[config.mk]
export PLATFORM = sky130hd
export DESIGN_NAME = adgdr_top
export DESIGN_NICKNAME = d
export VERILOG_FILES = /design/src/rtl/adgdr_pkg.sv /design/src/rtl/adgdr_regmon.sv /design/src/rtl/adgdr_top.sv
export SDC_FILE = /design/constraint.sdc
export NUM_CORES = 1
export LEC_CHECK = 0
export BUFFER_PORTS_ARGS = -buffer_cell sky130_fd_sc_hd__buf_4
export CAP_MARGIN = 0
export CORE_ASPECT_RATIO = 1.5
export CORE_MARGIN = 4
export CORE_UTILIZATION = 35
export CTS_CLUSTER_DIAMETER = 40
export DETAILED_ROUTE_END_ITERATION = 6
export PLACE_DENSITY = 0.58
export RECOVER_POWER = 25
export SYNTH_ARGS = -nofsm -noshare
export SYNTH_HDL_FRONTEND = slang
export SYNTH_SLANG_ARGS = --single-unit
[constraint.sdc]
create_clock -name clk -period 6.1 [get_ports clk]
set_input_delay 0.61 -clock clk [delete_from_list [all_inputs] [get_ports clk]]
set_output_delay 0.61 -clock clk [all_outputs]
set_load 0.005 [all_outputs]
[src/rtl/adgdr_pkg.sv]
// Purpose: shared types and constants for adaptive gate delay regulation
// Assumes: one 20 MHz clock, gate current given as a 6-bit code
// Notes: durations and delays are counted in clock cycles
package adgdr_pkg;
    localparam int DW = 8;
    localparam int CW = 6;
    localparam int MW = 4;
    localparam logic [DW-1:0] DLY_MAX = 8'hFF;
    localparam logic [DW-1:0] DLY_ZERO = 8'h00;
    localparam logic [CW-1:0] CODE_MIN = 6'h00;
    localparam logic [CW-1:0] CODE_MAX = 6'h3F;
    localparam logic [CW:0] STEP_ONE = 7'h01;
    localparam logic [CW:0] STEP_TWO = 7'h02;
    localparam logic [MW-1:0] CNT_TOP = 4'hF;
    localparam logic [MW-1:0] CNT_ZERO = 4'h0;
    localparam logic [1:0] SIGN_CHG_NEED = 2'h3;
    localparam int REG_COUNT_DEF = 8;

    typedef enum logic [1:0] {
        SEL_NOPRE = 2'h0,
        SEL_FIXED = 2'h1,
        SEL_ADAPT = 2'h2,
        SEL_ADAPT_ALT = 2'h3
    } adgdr_sel_t;

    // gray along off, pre-charge, charge, on, pre-discharge, discharge, off
    typedef enum logic [2:0] {
        ST_OFF = 3'h0,
        ST_PCHG = 3'h1,
        ST_CHG = 3'h3,
        ST_ON = 3'h2,
        ST_PDCHG = 3'h6,
        ST_DCHG = 3'h4
    } adgdr_state_t;

    typedef enum logic [1:0] {
        SGN_NONE = 2'h0,
        SGN_POS = 2'h1,
        SGN_NEG = 2'h2
    } adgdr_sgn_t;

    typedef struct packed {
        logic charging;
        logic discharging;
        logic [CW-1:0] code;
    } adgdr_gate_t;

    typedef struct packed {
        adgdr_state_t st;
        logic [DW-1:0] dly;
        logic [DW-1:0] ph;
        logic [CW-1:0] pchg;
        logic [CW-1:0] pdchg;
        logic [DW-1:0] meas_on;
        logic [DW-1:0] meas_off;
        logic on_seen;
        logic done;
        logic pwm_d;
        logic en_d;
        adgdr_gate_t pg;
    } adgdr_st_t;

    typedef struct packed {
        logic [MW-1:0] cnt_on;
        logic [MW-1:0] cnt_off;
        adgdr_sgn_t sg_on;
        adgdr_sgn_t sg_off;
        logic [1:0] chg_on;
        logic [1:0] chg_off;
        logic flag;
    } adgdr_mon_t;
endpackage : adgdr_pkg

[src/rtl/adgdr_regmon.sv]
// Purpose: match counters and sign-change tracker for one half-bridge
// Assumes: upd is a one-cycle pulse per completed PWM cycle
// Notes: clear holds everything at zero while not regulating
module adgdr_regmon #(
    parameter int REG_COUNT = adgdr_pkg::REG_COUNT_DEF
) (
    input wire logic clk,
    input wire logic nrst,
    input wire logic clear,
    input wire logic upd,
    input wire logic on_gt,
    input wire logic on_lt,
    input wire logic off_gt,
    input wire logic off_lt,
    output logic regulated
);
    import adgdr_pkg::*;

    localparam logic [MW-1:0] REG_THR = MW'(REG_COUNT);

    if (REG_COUNT < 1 || REG_COUNT > 15) begin : g_chk
        $error("REG_COUNT must lie in 1..15");
    end

    adgdr_mon_t m_r;
    adgdr_mon_t m_nxt;

    function automatic logic [MW-1:0] step_cnt(logic [MW-1:0] c, logic eq);
        if (eq) begin
            step_cnt = (c == CNT_TOP) ? c : c + 4'h1;
        end else begin
            step_cnt = (c == CNT_ZERO) ? c : c - 4'h1;
        end
    endfunction : step_cnt

    function automatic logic [1:0] step_chg(adgdr_sgn_t prev, adgdr_sgn_t cur,
                                            logic [1:0] c);
        if (cur == SGN_NONE) begin
            step_chg = c;
        end else if (prev != SGN_NONE && prev != cur) begin
            step_chg = (c == SIGN_CHG_NEED) ? c : c + 2'h1;
        end else begin
            step_chg = 2'h0;
        end
    endfunction : step_chg

    always_comb begin
        adgdr_sgn_t s_on;
        adgdr_sgn_t s_off;
        s_on = on_gt ? SGN_POS : (on_lt ? SGN_NEG : SGN_NONE);
        s_off = off_gt ? SGN_POS : (off_lt ? SGN_NEG : SGN_NONE);
        m_nxt = m_r;
        if (clear) begin
            m_nxt = '0;
        end else if (upd) begin
            m_nxt.cnt_on = step_cnt(m_r.cnt_on, !(on_gt || on_lt));
            m_nxt.cnt_off = step_cnt(m_r.cnt_off, !(off_gt || off_lt));
            m_nxt.chg_on = step_chg(m_r.sg_on, s_on, m_r.chg_on);
            m_nxt.chg_off = step_chg(m_r.sg_off, s_off, m_r.chg_off);
            if (s_on != SGN_NONE) begin
                m_nxt.sg_on = s_on;
            end
            if (s_off != SGN_NONE) begin
                m_nxt.sg_off = s_off;
            end
        end
        m_nxt.flag = !clear && ((m_nxt.cnt_on >= REG_THR && m_nxt.cnt_off >= REG_THR)
            || (m_nxt.chg_on == SIGN_CHG_NEED && m_nxt.chg_off == SIGN_CHG_NEED));
    end

    always_ff @(posedge clk or negedge nrst) begin
        if (!nrst) begin
            m_r <= '0;
        end else begin
            m_r <= m_nxt;
        end
    end

    assign regulated = m_r.flag;
endmodule : adgdr_regmon

[src/rtl/adgdr_top.sv]
// Purpose: PWM gate sequencing with adaptive pre-charge and delay regulation
// Assumes: comparator and PWM inputs synchronous to clk; times in clk cycles
// Notes: the complementary transistor is held in sink; free-wheeling not modelled
// How it works
// - low-side PWM swaps gates and thresholds
// - regulated flag only valid in adaptive modes
// - regulated when both counters reach eight
// - turn-on counter up on match, else down
// - turn-off counter up on match, else down
// - three consecutive error sign changes also regulate
// - no modulation: one current per pre-phase
// - modulation splits each pre-phase into two in adaptive modes
// - non-adaptive codes stop delay regulation
// - delays still measured in non-adaptive modes
// - code zero-zero omits pre-phases entirely
// - code zero-one pre-charges with initial code
// - code zero-one pre-discharges with initial code
// - six-bit code, sixty-four current steps
// - larger code always means larger current
// - enable loads min of initial and maximum
// - adaptation steps one or two codes
module adgdr_top #(
    parameter int REG_COUNT = adgdr_pkg::REG_COUNT_DEF
) (
    input wire logic clk,
    input wire logic nrst,
    input wire logic pwm_in,
    input wire logic map_low_side,
    input wire logic half_bridge_pwm_enable,
    input wire adgdr_pkg::adgdr_sel_t adaptive_control_select,
    input wire logic time_modulation_enable,
    input wire logic adaptation_step_size,
    input wire logic [adgdr_pkg::CW-1:0] initial_precharge_code,
    input wire logic [adgdr_pkg::CW-1:0] initial_predischarge_current,
    input wire logic [adgdr_pkg::CW-1:0] max_charge_current,
    input wire logic [adgdr_pkg::CW-1:0] charge_current_code,
    input wire logic [adgdr_pkg::CW-1:0] discharge_current_code,
    input wire logic [adgdr_pkg::DW-1:0] precharge_duration,
    input wire logic [adgdr_pkg::DW-1:0] predischarge_duration,
    input wire logic [adgdr_pkg::DW-1:0] turn_on_delay,
    input wire logic [adgdr_pkg::DW-1:0] turn_off_delay,
    input wire logic switch_node_high_threshold,
    input wire logic switch_node_low_threshold,
    output adgdr_pkg::adgdr_gate_t high_gate,
    output adgdr_pkg::adgdr_gate_t low_gate,
    output logic [adgdr_pkg::DW-1:0] measured_delay_status_a,
    output logic [adgdr_pkg::DW-1:0] measured_delay_status_b,
    output logic delay_regulated_flag
);
    import adgdr_pkg::*;

    adgdr_st_t s_r;
    adgdr_st_t s_nxt;

    logic rise;
    logic fall;
    logic on_det;
    logic off_det;
    logic adaptive;
    logic nopre;
    logic [CW:0] step;
    logic [CW-1:0] pchg_init;
    logic [CW-1:0] pdchg_init;
    logic mon_clear;

    assign rise = pwm_in && !s_r.pwm_d;
    assign fall = !pwm_in && s_r.pwm_d;
    // low-side PWM: turn-on completes at the low threshold, turn-off at the high one
    assign on_det = map_low_side ? switch_node_low_threshold
                                 : switch_node_high_threshold;
    assign off_det = map_low_side ? switch_node_high_threshold
                                  : switch_node_low_threshold;
    assign adaptive = adaptive_control_select[1];
    assign nopre = adaptive_control_select == SEL_NOPRE;
    assign step = adaptation_step_size ? STEP_TWO : STEP_ONE;
    assign pchg_init = (initial_precharge_code < max_charge_current)
        ? initial_precharge_code : max_charge_current;
    assign pdchg_init = (initial_predischarge_current < max_charge_current)
        ? initial_predischarge_current : max_charge_current;

    // saturating move of a current code, kept within minimum and maximum code
    function automatic logic [CW-1:0] adapt(logic [CW-1:0] c, logic up, logic dn,
                                            logic [CW:0] st, logic [CW-1:0] top);
        logic [CW:0] sum;
        sum = {1'b0, c} + st;
        adapt = c;
        if (up) begin
            adapt = (sum > {1'b0, top}) ? top : sum[CW-1:0];
        end else if (dn) begin
            adapt = ({1'b0, c} < st) ? CODE_MIN : c - st[CW-1:0];
        end
        if (adapt > top) begin
            adapt = top;
        end
    endfunction : adapt

    always_comb begin
        s_nxt = s_r;
        s_nxt.done = 1'b0;
        s_nxt.pwm_d = pwm_in;
        s_nxt.en_d = half_bridge_pwm_enable;
        if (s_r.dly != DLY_MAX) begin
            s_nxt.dly = s_r.dly + 8'h01;
        end
        if (s_r.ph != DLY_MAX) begin
            s_nxt.ph = s_r.ph + 8'h01;
        end
        case (s_r.st)
            ST_OFF, ST_PDCHG, ST_DCHG: begin
                if (rise) begin
                    // a rise before turn-off completed abandons that cycle
                    s_nxt.dly = DLY_ZERO;
                    s_nxt.ph = DLY_ZERO;
                    s_nxt.on_seen = 1'b0;
                    s_nxt.st = (nopre || precharge_duration == DLY_ZERO)
                        ? ST_CHG : ST_PCHG;
                end else if (s_r.st != ST_OFF && off_det) begin
                    s_nxt.meas_off = s_r.dly;
                    s_nxt.done = s_r.on_seen;
                    s_nxt.on_seen = 1'b0;
                    s_nxt.st = ST_OFF;
                end else if (s_r.st == ST_PDCHG && s_nxt.ph >= predischarge_duration) begin
                    s_nxt.st = ST_DCHG;
                end
            end
            ST_PCHG, ST_CHG, ST_ON: begin
                if (fall) begin
                    s_nxt.dly = DLY_ZERO;
                    s_nxt.ph = DLY_ZERO;
                    s_nxt.st = (nopre || predischarge_duration == DLY_ZERO)
                        ? ST_DCHG : ST_PDCHG;
                end else if (s_r.st != ST_ON && on_det) begin
                    s_nxt.meas_on = s_r.dly;
                    s_nxt.on_seen = 1'b1;
                    s_nxt.st = ST_ON;
                end else if (s_r.st == ST_PCHG && s_nxt.ph >= precharge_duration) begin
                    s_nxt.st = ST_CHG;
                end
            end
            default: begin
                s_nxt.st = ST_OFF;
            end
        endcase
        if (!half_bridge_pwm_enable) begin
            s_nxt.st = ST_OFF;
            s_nxt.on_seen = 1'b0;
            s_nxt.done = 1'b0;
        end
        if (half_bridge_pwm_enable && !s_r.en_d) begin
            s_nxt.pchg = pchg_init;
            s_nxt.pdchg = pdchg_init;
        end else if (s_r.done && adaptive) begin
            // slow turn-on or turn-off asks for more pre-phase current
            s_nxt.pchg = adapt(s_r.pchg, s_r.meas_on > turn_on_delay,
                s_r.meas_on < turn_on_delay, step, max_charge_current);
            s_nxt.pdchg = adapt(s_r.pdchg, s_r.meas_off > turn_off_delay,
                s_r.meas_off < turn_off_delay, step, max_charge_current);
        end
        // gate drive follows the next state so the outputs stay registered
        s_nxt.pg = '{charging: 1'b0, discharging: 1'b1, code: CODE_MAX};
        case (s_nxt.st)
            ST_PCHG: begin
                s_nxt.pg.charging = 1'b1;
                s_nxt.pg.discharging = 1'b0;
                if (!adaptive) begin
                    s_nxt.pg.code = initial_precharge_code;
                end else if (time_modulation_enable
                             && s_nxt.ph < {1'b0, precharge_duration[DW-1:1]}) begin
                    s_nxt.pg.code = pchg_init;
                end else begin
                    s_nxt.pg.code = s_nxt.pchg;
                end
            end
            ST_CHG: begin
                s_nxt.pg.charging = 1'b1;
                s_nxt.pg.discharging = 1'b0;
                s_nxt.pg.code = charge_current_code;
            end
            ST_ON: begin
                s_nxt.pg.charging = 1'b1;
                s_nxt.pg.discharging = 1'b0;
                s_nxt.pg.code = max_charge_current;
            end
            ST_PDCHG: begin
                if (!adaptive) begin
                    s_nxt.pg.code = initial_predischarge_current;
                end else if (time_modulation_enable
                             && s_nxt.ph < {1'b0, predischarge_duration[DW-1:1]}) begin
                    s_nxt.pg.code = pdchg_init;
                end else begin
                    s_nxt.pg.code = s_nxt.pdchg;
                end
            end
            ST_DCHG: begin
                s_nxt.pg.code = discharge_current_code;
            end
            default: begin
                s_nxt.pg.code = CODE_MAX;
            end
        endcase
    end

    always_ff @(posedge clk or negedge nrst) begin
        if (!nrst) begin
            s_r <= '{st: ST_OFF, pg: '{charging: 1'b0, discharging: 1'b1, code: CODE_MAX},
                     default: '0};
        end else begin
            s_r <= s_nxt;
        end
    end

    // the complementary transistor is held off with full sink current
    localparam adgdr_gate_t GATE_HOLD = '{charging: 1'b0, discharging: 1'b1, code: CODE_MAX};
    assign high_gate = map_low_side ? GATE_HOLD : s_r.pg;
    assign low_gate = map_low_side ? s_r.pg : GATE_HOLD;
    assign measured_delay_status_a = s_r.meas_on;
    assign measured_delay_status_b = s_r.meas_off;

    assign mon_clear = !adaptive || !half_bridge_pwm_enable;

    adgdr_regmon #(
        .REG_COUNT(REG_COUNT)
    ) u_regmon (
        .clk(clk),
        .nrst(nrst),
        .clear(mon_clear),
        .upd(s_r.done),
        .on_gt(s_r.meas_on > turn_on_delay),
        .on_lt(s_r.meas_on < turn_on_delay),
        .off_gt(s_r.meas_off > turn_off_delay),
        .off_lt(s_r.meas_off < turn_off_delay),
        .regulated(delay_regulated_flag)
    );
endmodule : adgdr_top

==> impl_metrics.yaml <==
pwr:
  vdd_drop_max_mv: 0.134
  cellPowerDensity_nw_per_um2: 259
  leakage_uw: 0.00406
final_layout:
  drive_above_1_share_pct: 17.2
  syn_to_final_growth_pct: 15.5
  fill_cells: 2229
  fin_area_um2: 8820
  num_antenna_cells: 0
  ff_latch_area_um2: 1910
  layout.nets: 1167
  stdcell_count: 1275
  multi_input_area_um2: 5190
critical_path:
  critPathTopFamily: "compound AO/OA/AOI/OAI gates"
  worst_ep_arrival_time_ns: 5.77
  worstPathCellList: "buf_4, inv_1, ha_1, fa_1, xor2_1, ha_1, a21oi_1, a21oi_1, o22a_1, or3b_2, a32oi_1, a21boi_0, ha_1, nand2_1, o22ai_1, a31oi_1, a21oi_1, a31oi_1, a21oi_1, or3_1, nand4_1"
  critPathKind: "in -> reg"
  cp-end-kind: "register"
  cp.required_ns: 6.37
  crit_path_max_fanout: 9
  max_stage_delay_ns: 0.56
  cp-start-kind: "primary input"
  cp_slowest_cell: "a31oi_1"
  cp_num_buf_inv: 2
  path_common_cell: "a21oi_1"
placement:
  dpl_cell_area_um2: 8540
  dp_hpwl_um: 19600
  dpl.cell_count: 1259
  dp_slack_ns: 0.347
  routabilityCongestion: 0.911
  numPortBuffers: 105
sta:
  worstMarginPinSlew_ns: 3.71
  slew_viol_final: 66
  final-setup-viol-count: 0
  skew_ns: 0.0116
  hold_viol: 0
  setup_ws_ns: 0.602
  fin_setup_tns_ns: 0
  fin_crit_sh_pct: 90.1
  min_period_ns: 5.50
  grt_setup_unrepaired: "false"
  max_freq_mhz: 182
  max-slew-margin-rel_pct: -147
clocking:
  worst_skew_pair.late_latency_ns: 0.34
  cts_sinks: 76
  cts_inserted_buffers: 9
  cts-root-buf: "clkbuf_16"
  cts_hold_buf: 0
  clk_pin_slew_worst_paths_ns: 0.07
  ctsResizeCount: 0
  cts_max_level: 3
  cts_setup_buffers: 0
  cts_max_path_buffers: 2
  cts_tree: "built"
global_route:
  grt_pass1_vias: 7514
  grt_pass1_wl_um: 39900
  grt.total_usage_pct: 20.6
  grt-ovfl-total: 0
  antenna_found_initial: 0
  grt_max_degree: 66
logic_synthesis:
  synth_top_area_share_pct: 22.6
  yosysUniqueCellTypes: 80
  synth_top_cell_by_area: "dfrtp_1"
  syn_area_um2: 7640
  ys_warn_count: 0
  synth-seq-area-share_pct: 25.0
  syn-num-nets: 1099
  synth_flop_cell: "dfrtp_1"
  ys_async_sr_fraction_pct: 100
  syn-instance-count: 930
  synth.avg_cell_area_um2: 8.22
  ys_ff_latch: 76
  synth_edf_count: 0
  yosys-top-cells-area: "dfrtp_1, ha_1, a21oi_1"
die:
  initial_utilization_pct: 35.5
  rows: 66
  dieWidth_um: 129
  coreArea_um2: 21600
  pin_count: 106
  die_h_um: 189
  die_area_um2: 24300
detailed_routing:
  firstDrtPassIters: 5
  drt_iter0_drc: 510
  vias: 7427
  via_per_inst: 5.83
  drcViolationCount: 0
  wire_per_inst_um: 19.7
  wirelength_um: 25200
  ant_nets: 0
run:
  cap_violations: 1
run_status:
  violations: "max-capacitance violations, max-slew violations"
  status: "complete, but fails checks"
min_path:
  min_path_type: "in -> async"
layer usage:
metal | part of all wire, % | GRT usage (%)
met2 | 50 | 35.6
met3 | 5.5 | 3.05
met4 | 4.7 | 9.58
met1 | 40 | 24.8
met5 | 0 | 0
cell usage after synthesis, types with 14 or more instances:
library cell	instances
ha_1	92
dfrtp_1	69
inv_1	68
nor2_1	68
a21oi_1	65
nand2_1	64
o21ai_0	62
nand3_1	33
clkbuf_1	31
nand2b_1	19
buf_4	17
nor2b_1	17
nor3_1	17
a211oi_1	16
mux2_2	16
nand4_1	14
report_power, final:
group	switching [uW]	internal (uW)	total, uW
registers	115	586	701
logic	578	455	1030
clock network	259	291	551
logic make-up (layout without fill, tap and decap cells):
family          count (synthesis)  after routing  synth area share [%]
compound gates                280            280                  24.9
xor+xnor                       18             18                  2.06
mux                            29             29                  4.06
buf+inv                       123            196                  7.04
flops                          76             76                  25.0
fa+ha+maj                      96             96                  16.1
simple gates                  308            308                  20.8
cell usage in the layout (no fill, tap or decap), types with 8 or more instances in the layout:
| master | netlist | routed |
|---|---|---|
| nor2_1 | 68 | 68 |
| a21o_1 | 9 | 9 |
| a31oi_1 | 13 | 13 |
| buf_4 | 17 | 108 |
| clkbuf_16 | 0 | 9 |
| and2_1 | 10 | 10 |
| o21ai_0 | 62 | 62 |
| inv_1 | 68 | 68 |
| nand2_1 | 64 | 64 |
| dfrtp_1 | 69 | 69 |
| mux2i_1 | 13 | 13 |
| a22oi_1 | 9 | 9 |
| nor4_1 | 10 | 10 |
| xnor2_1 | 11 | 11 |
| o21a_1 | 13 | 13 |
| nand2b_1 | 19 | 19 |
| or2_2 | 13 | 13 |
| nor2b_1 | 17 | 17 |
| o211ai_1 | 10 | 10 |
| ha_1 | 92 | 92 |
| a211oi_1 | 16 | 16 |
| nor3_1 | 17 | 17 |
| mux2_2 | 16 | 16 |
| nand4_1 | 14 | 14 |
| a21oi_1 | 65 | 65 |
| nand3_1 | 33 | 33 |
| and3_1 | 8 | 8 |
flip-flops by register name, indices dropped and copies added, names as in the netlist:
register                 flops
measured_delay_status_b      8
measured_delay_status_a      8
u_regmon.m_r                16
u_regmon.regulated           1
s_r                         43
worst reg2reg max path, delay by kind of cell, from the launching register on:
family | cells | cell delay, ns
adder cells (fa/ha/maj) | 3 | 0.95
XOR/XNOR | 1 | 0.22
flip-flops | 1 | 0.56
AO/OA/AOI/OAI | 10 | 2.30
AND/OR/NAND/NOR | 6 | 1.26
layout make-up:
type	instances	area share, %
clock buffer	9	2.55
clock inverter	7	0.837
inverter	68	2.89
multi-input combinational	731	58.9
sequential	76	21.7
tap	272	3.86
timing repair buffer	112	9.36
path summary, 6_finish.rpt:
kind	from	cells past startpoint	to	slack (ns)
setup reg to reg	s_r[35]	20	s_r[0]	0.74
hold reg to reg	u_regmon.m_r[7]	2	u_regmon.m_r[7]	0.54
min in group clk	pwm_in	1	s_r[9]	0.48
hold / removal	nrst	1	s_r[39]	0.33
setup / recovery	adaptation_step_size	21	s_r[0]	0.60
max in group asynchronous	nrst	2	u_regmon.m_r[15]	1.76
stage by stage:
stage / util, % / hold WS (ns) / total power [uW]
global route: 40.9 / 0.383 / 2460
global placement: 39.6 / 0.475 / 1720
CTS: 41.0 / 0.106 / 2290
detailed placement: 39.6 / 0.474 / 1730
finish: 40.9 / 0.327 / 2280
floorplan: - / 0.314 / 1410
No activity file was read; power rests on OpenSTA's default activity.
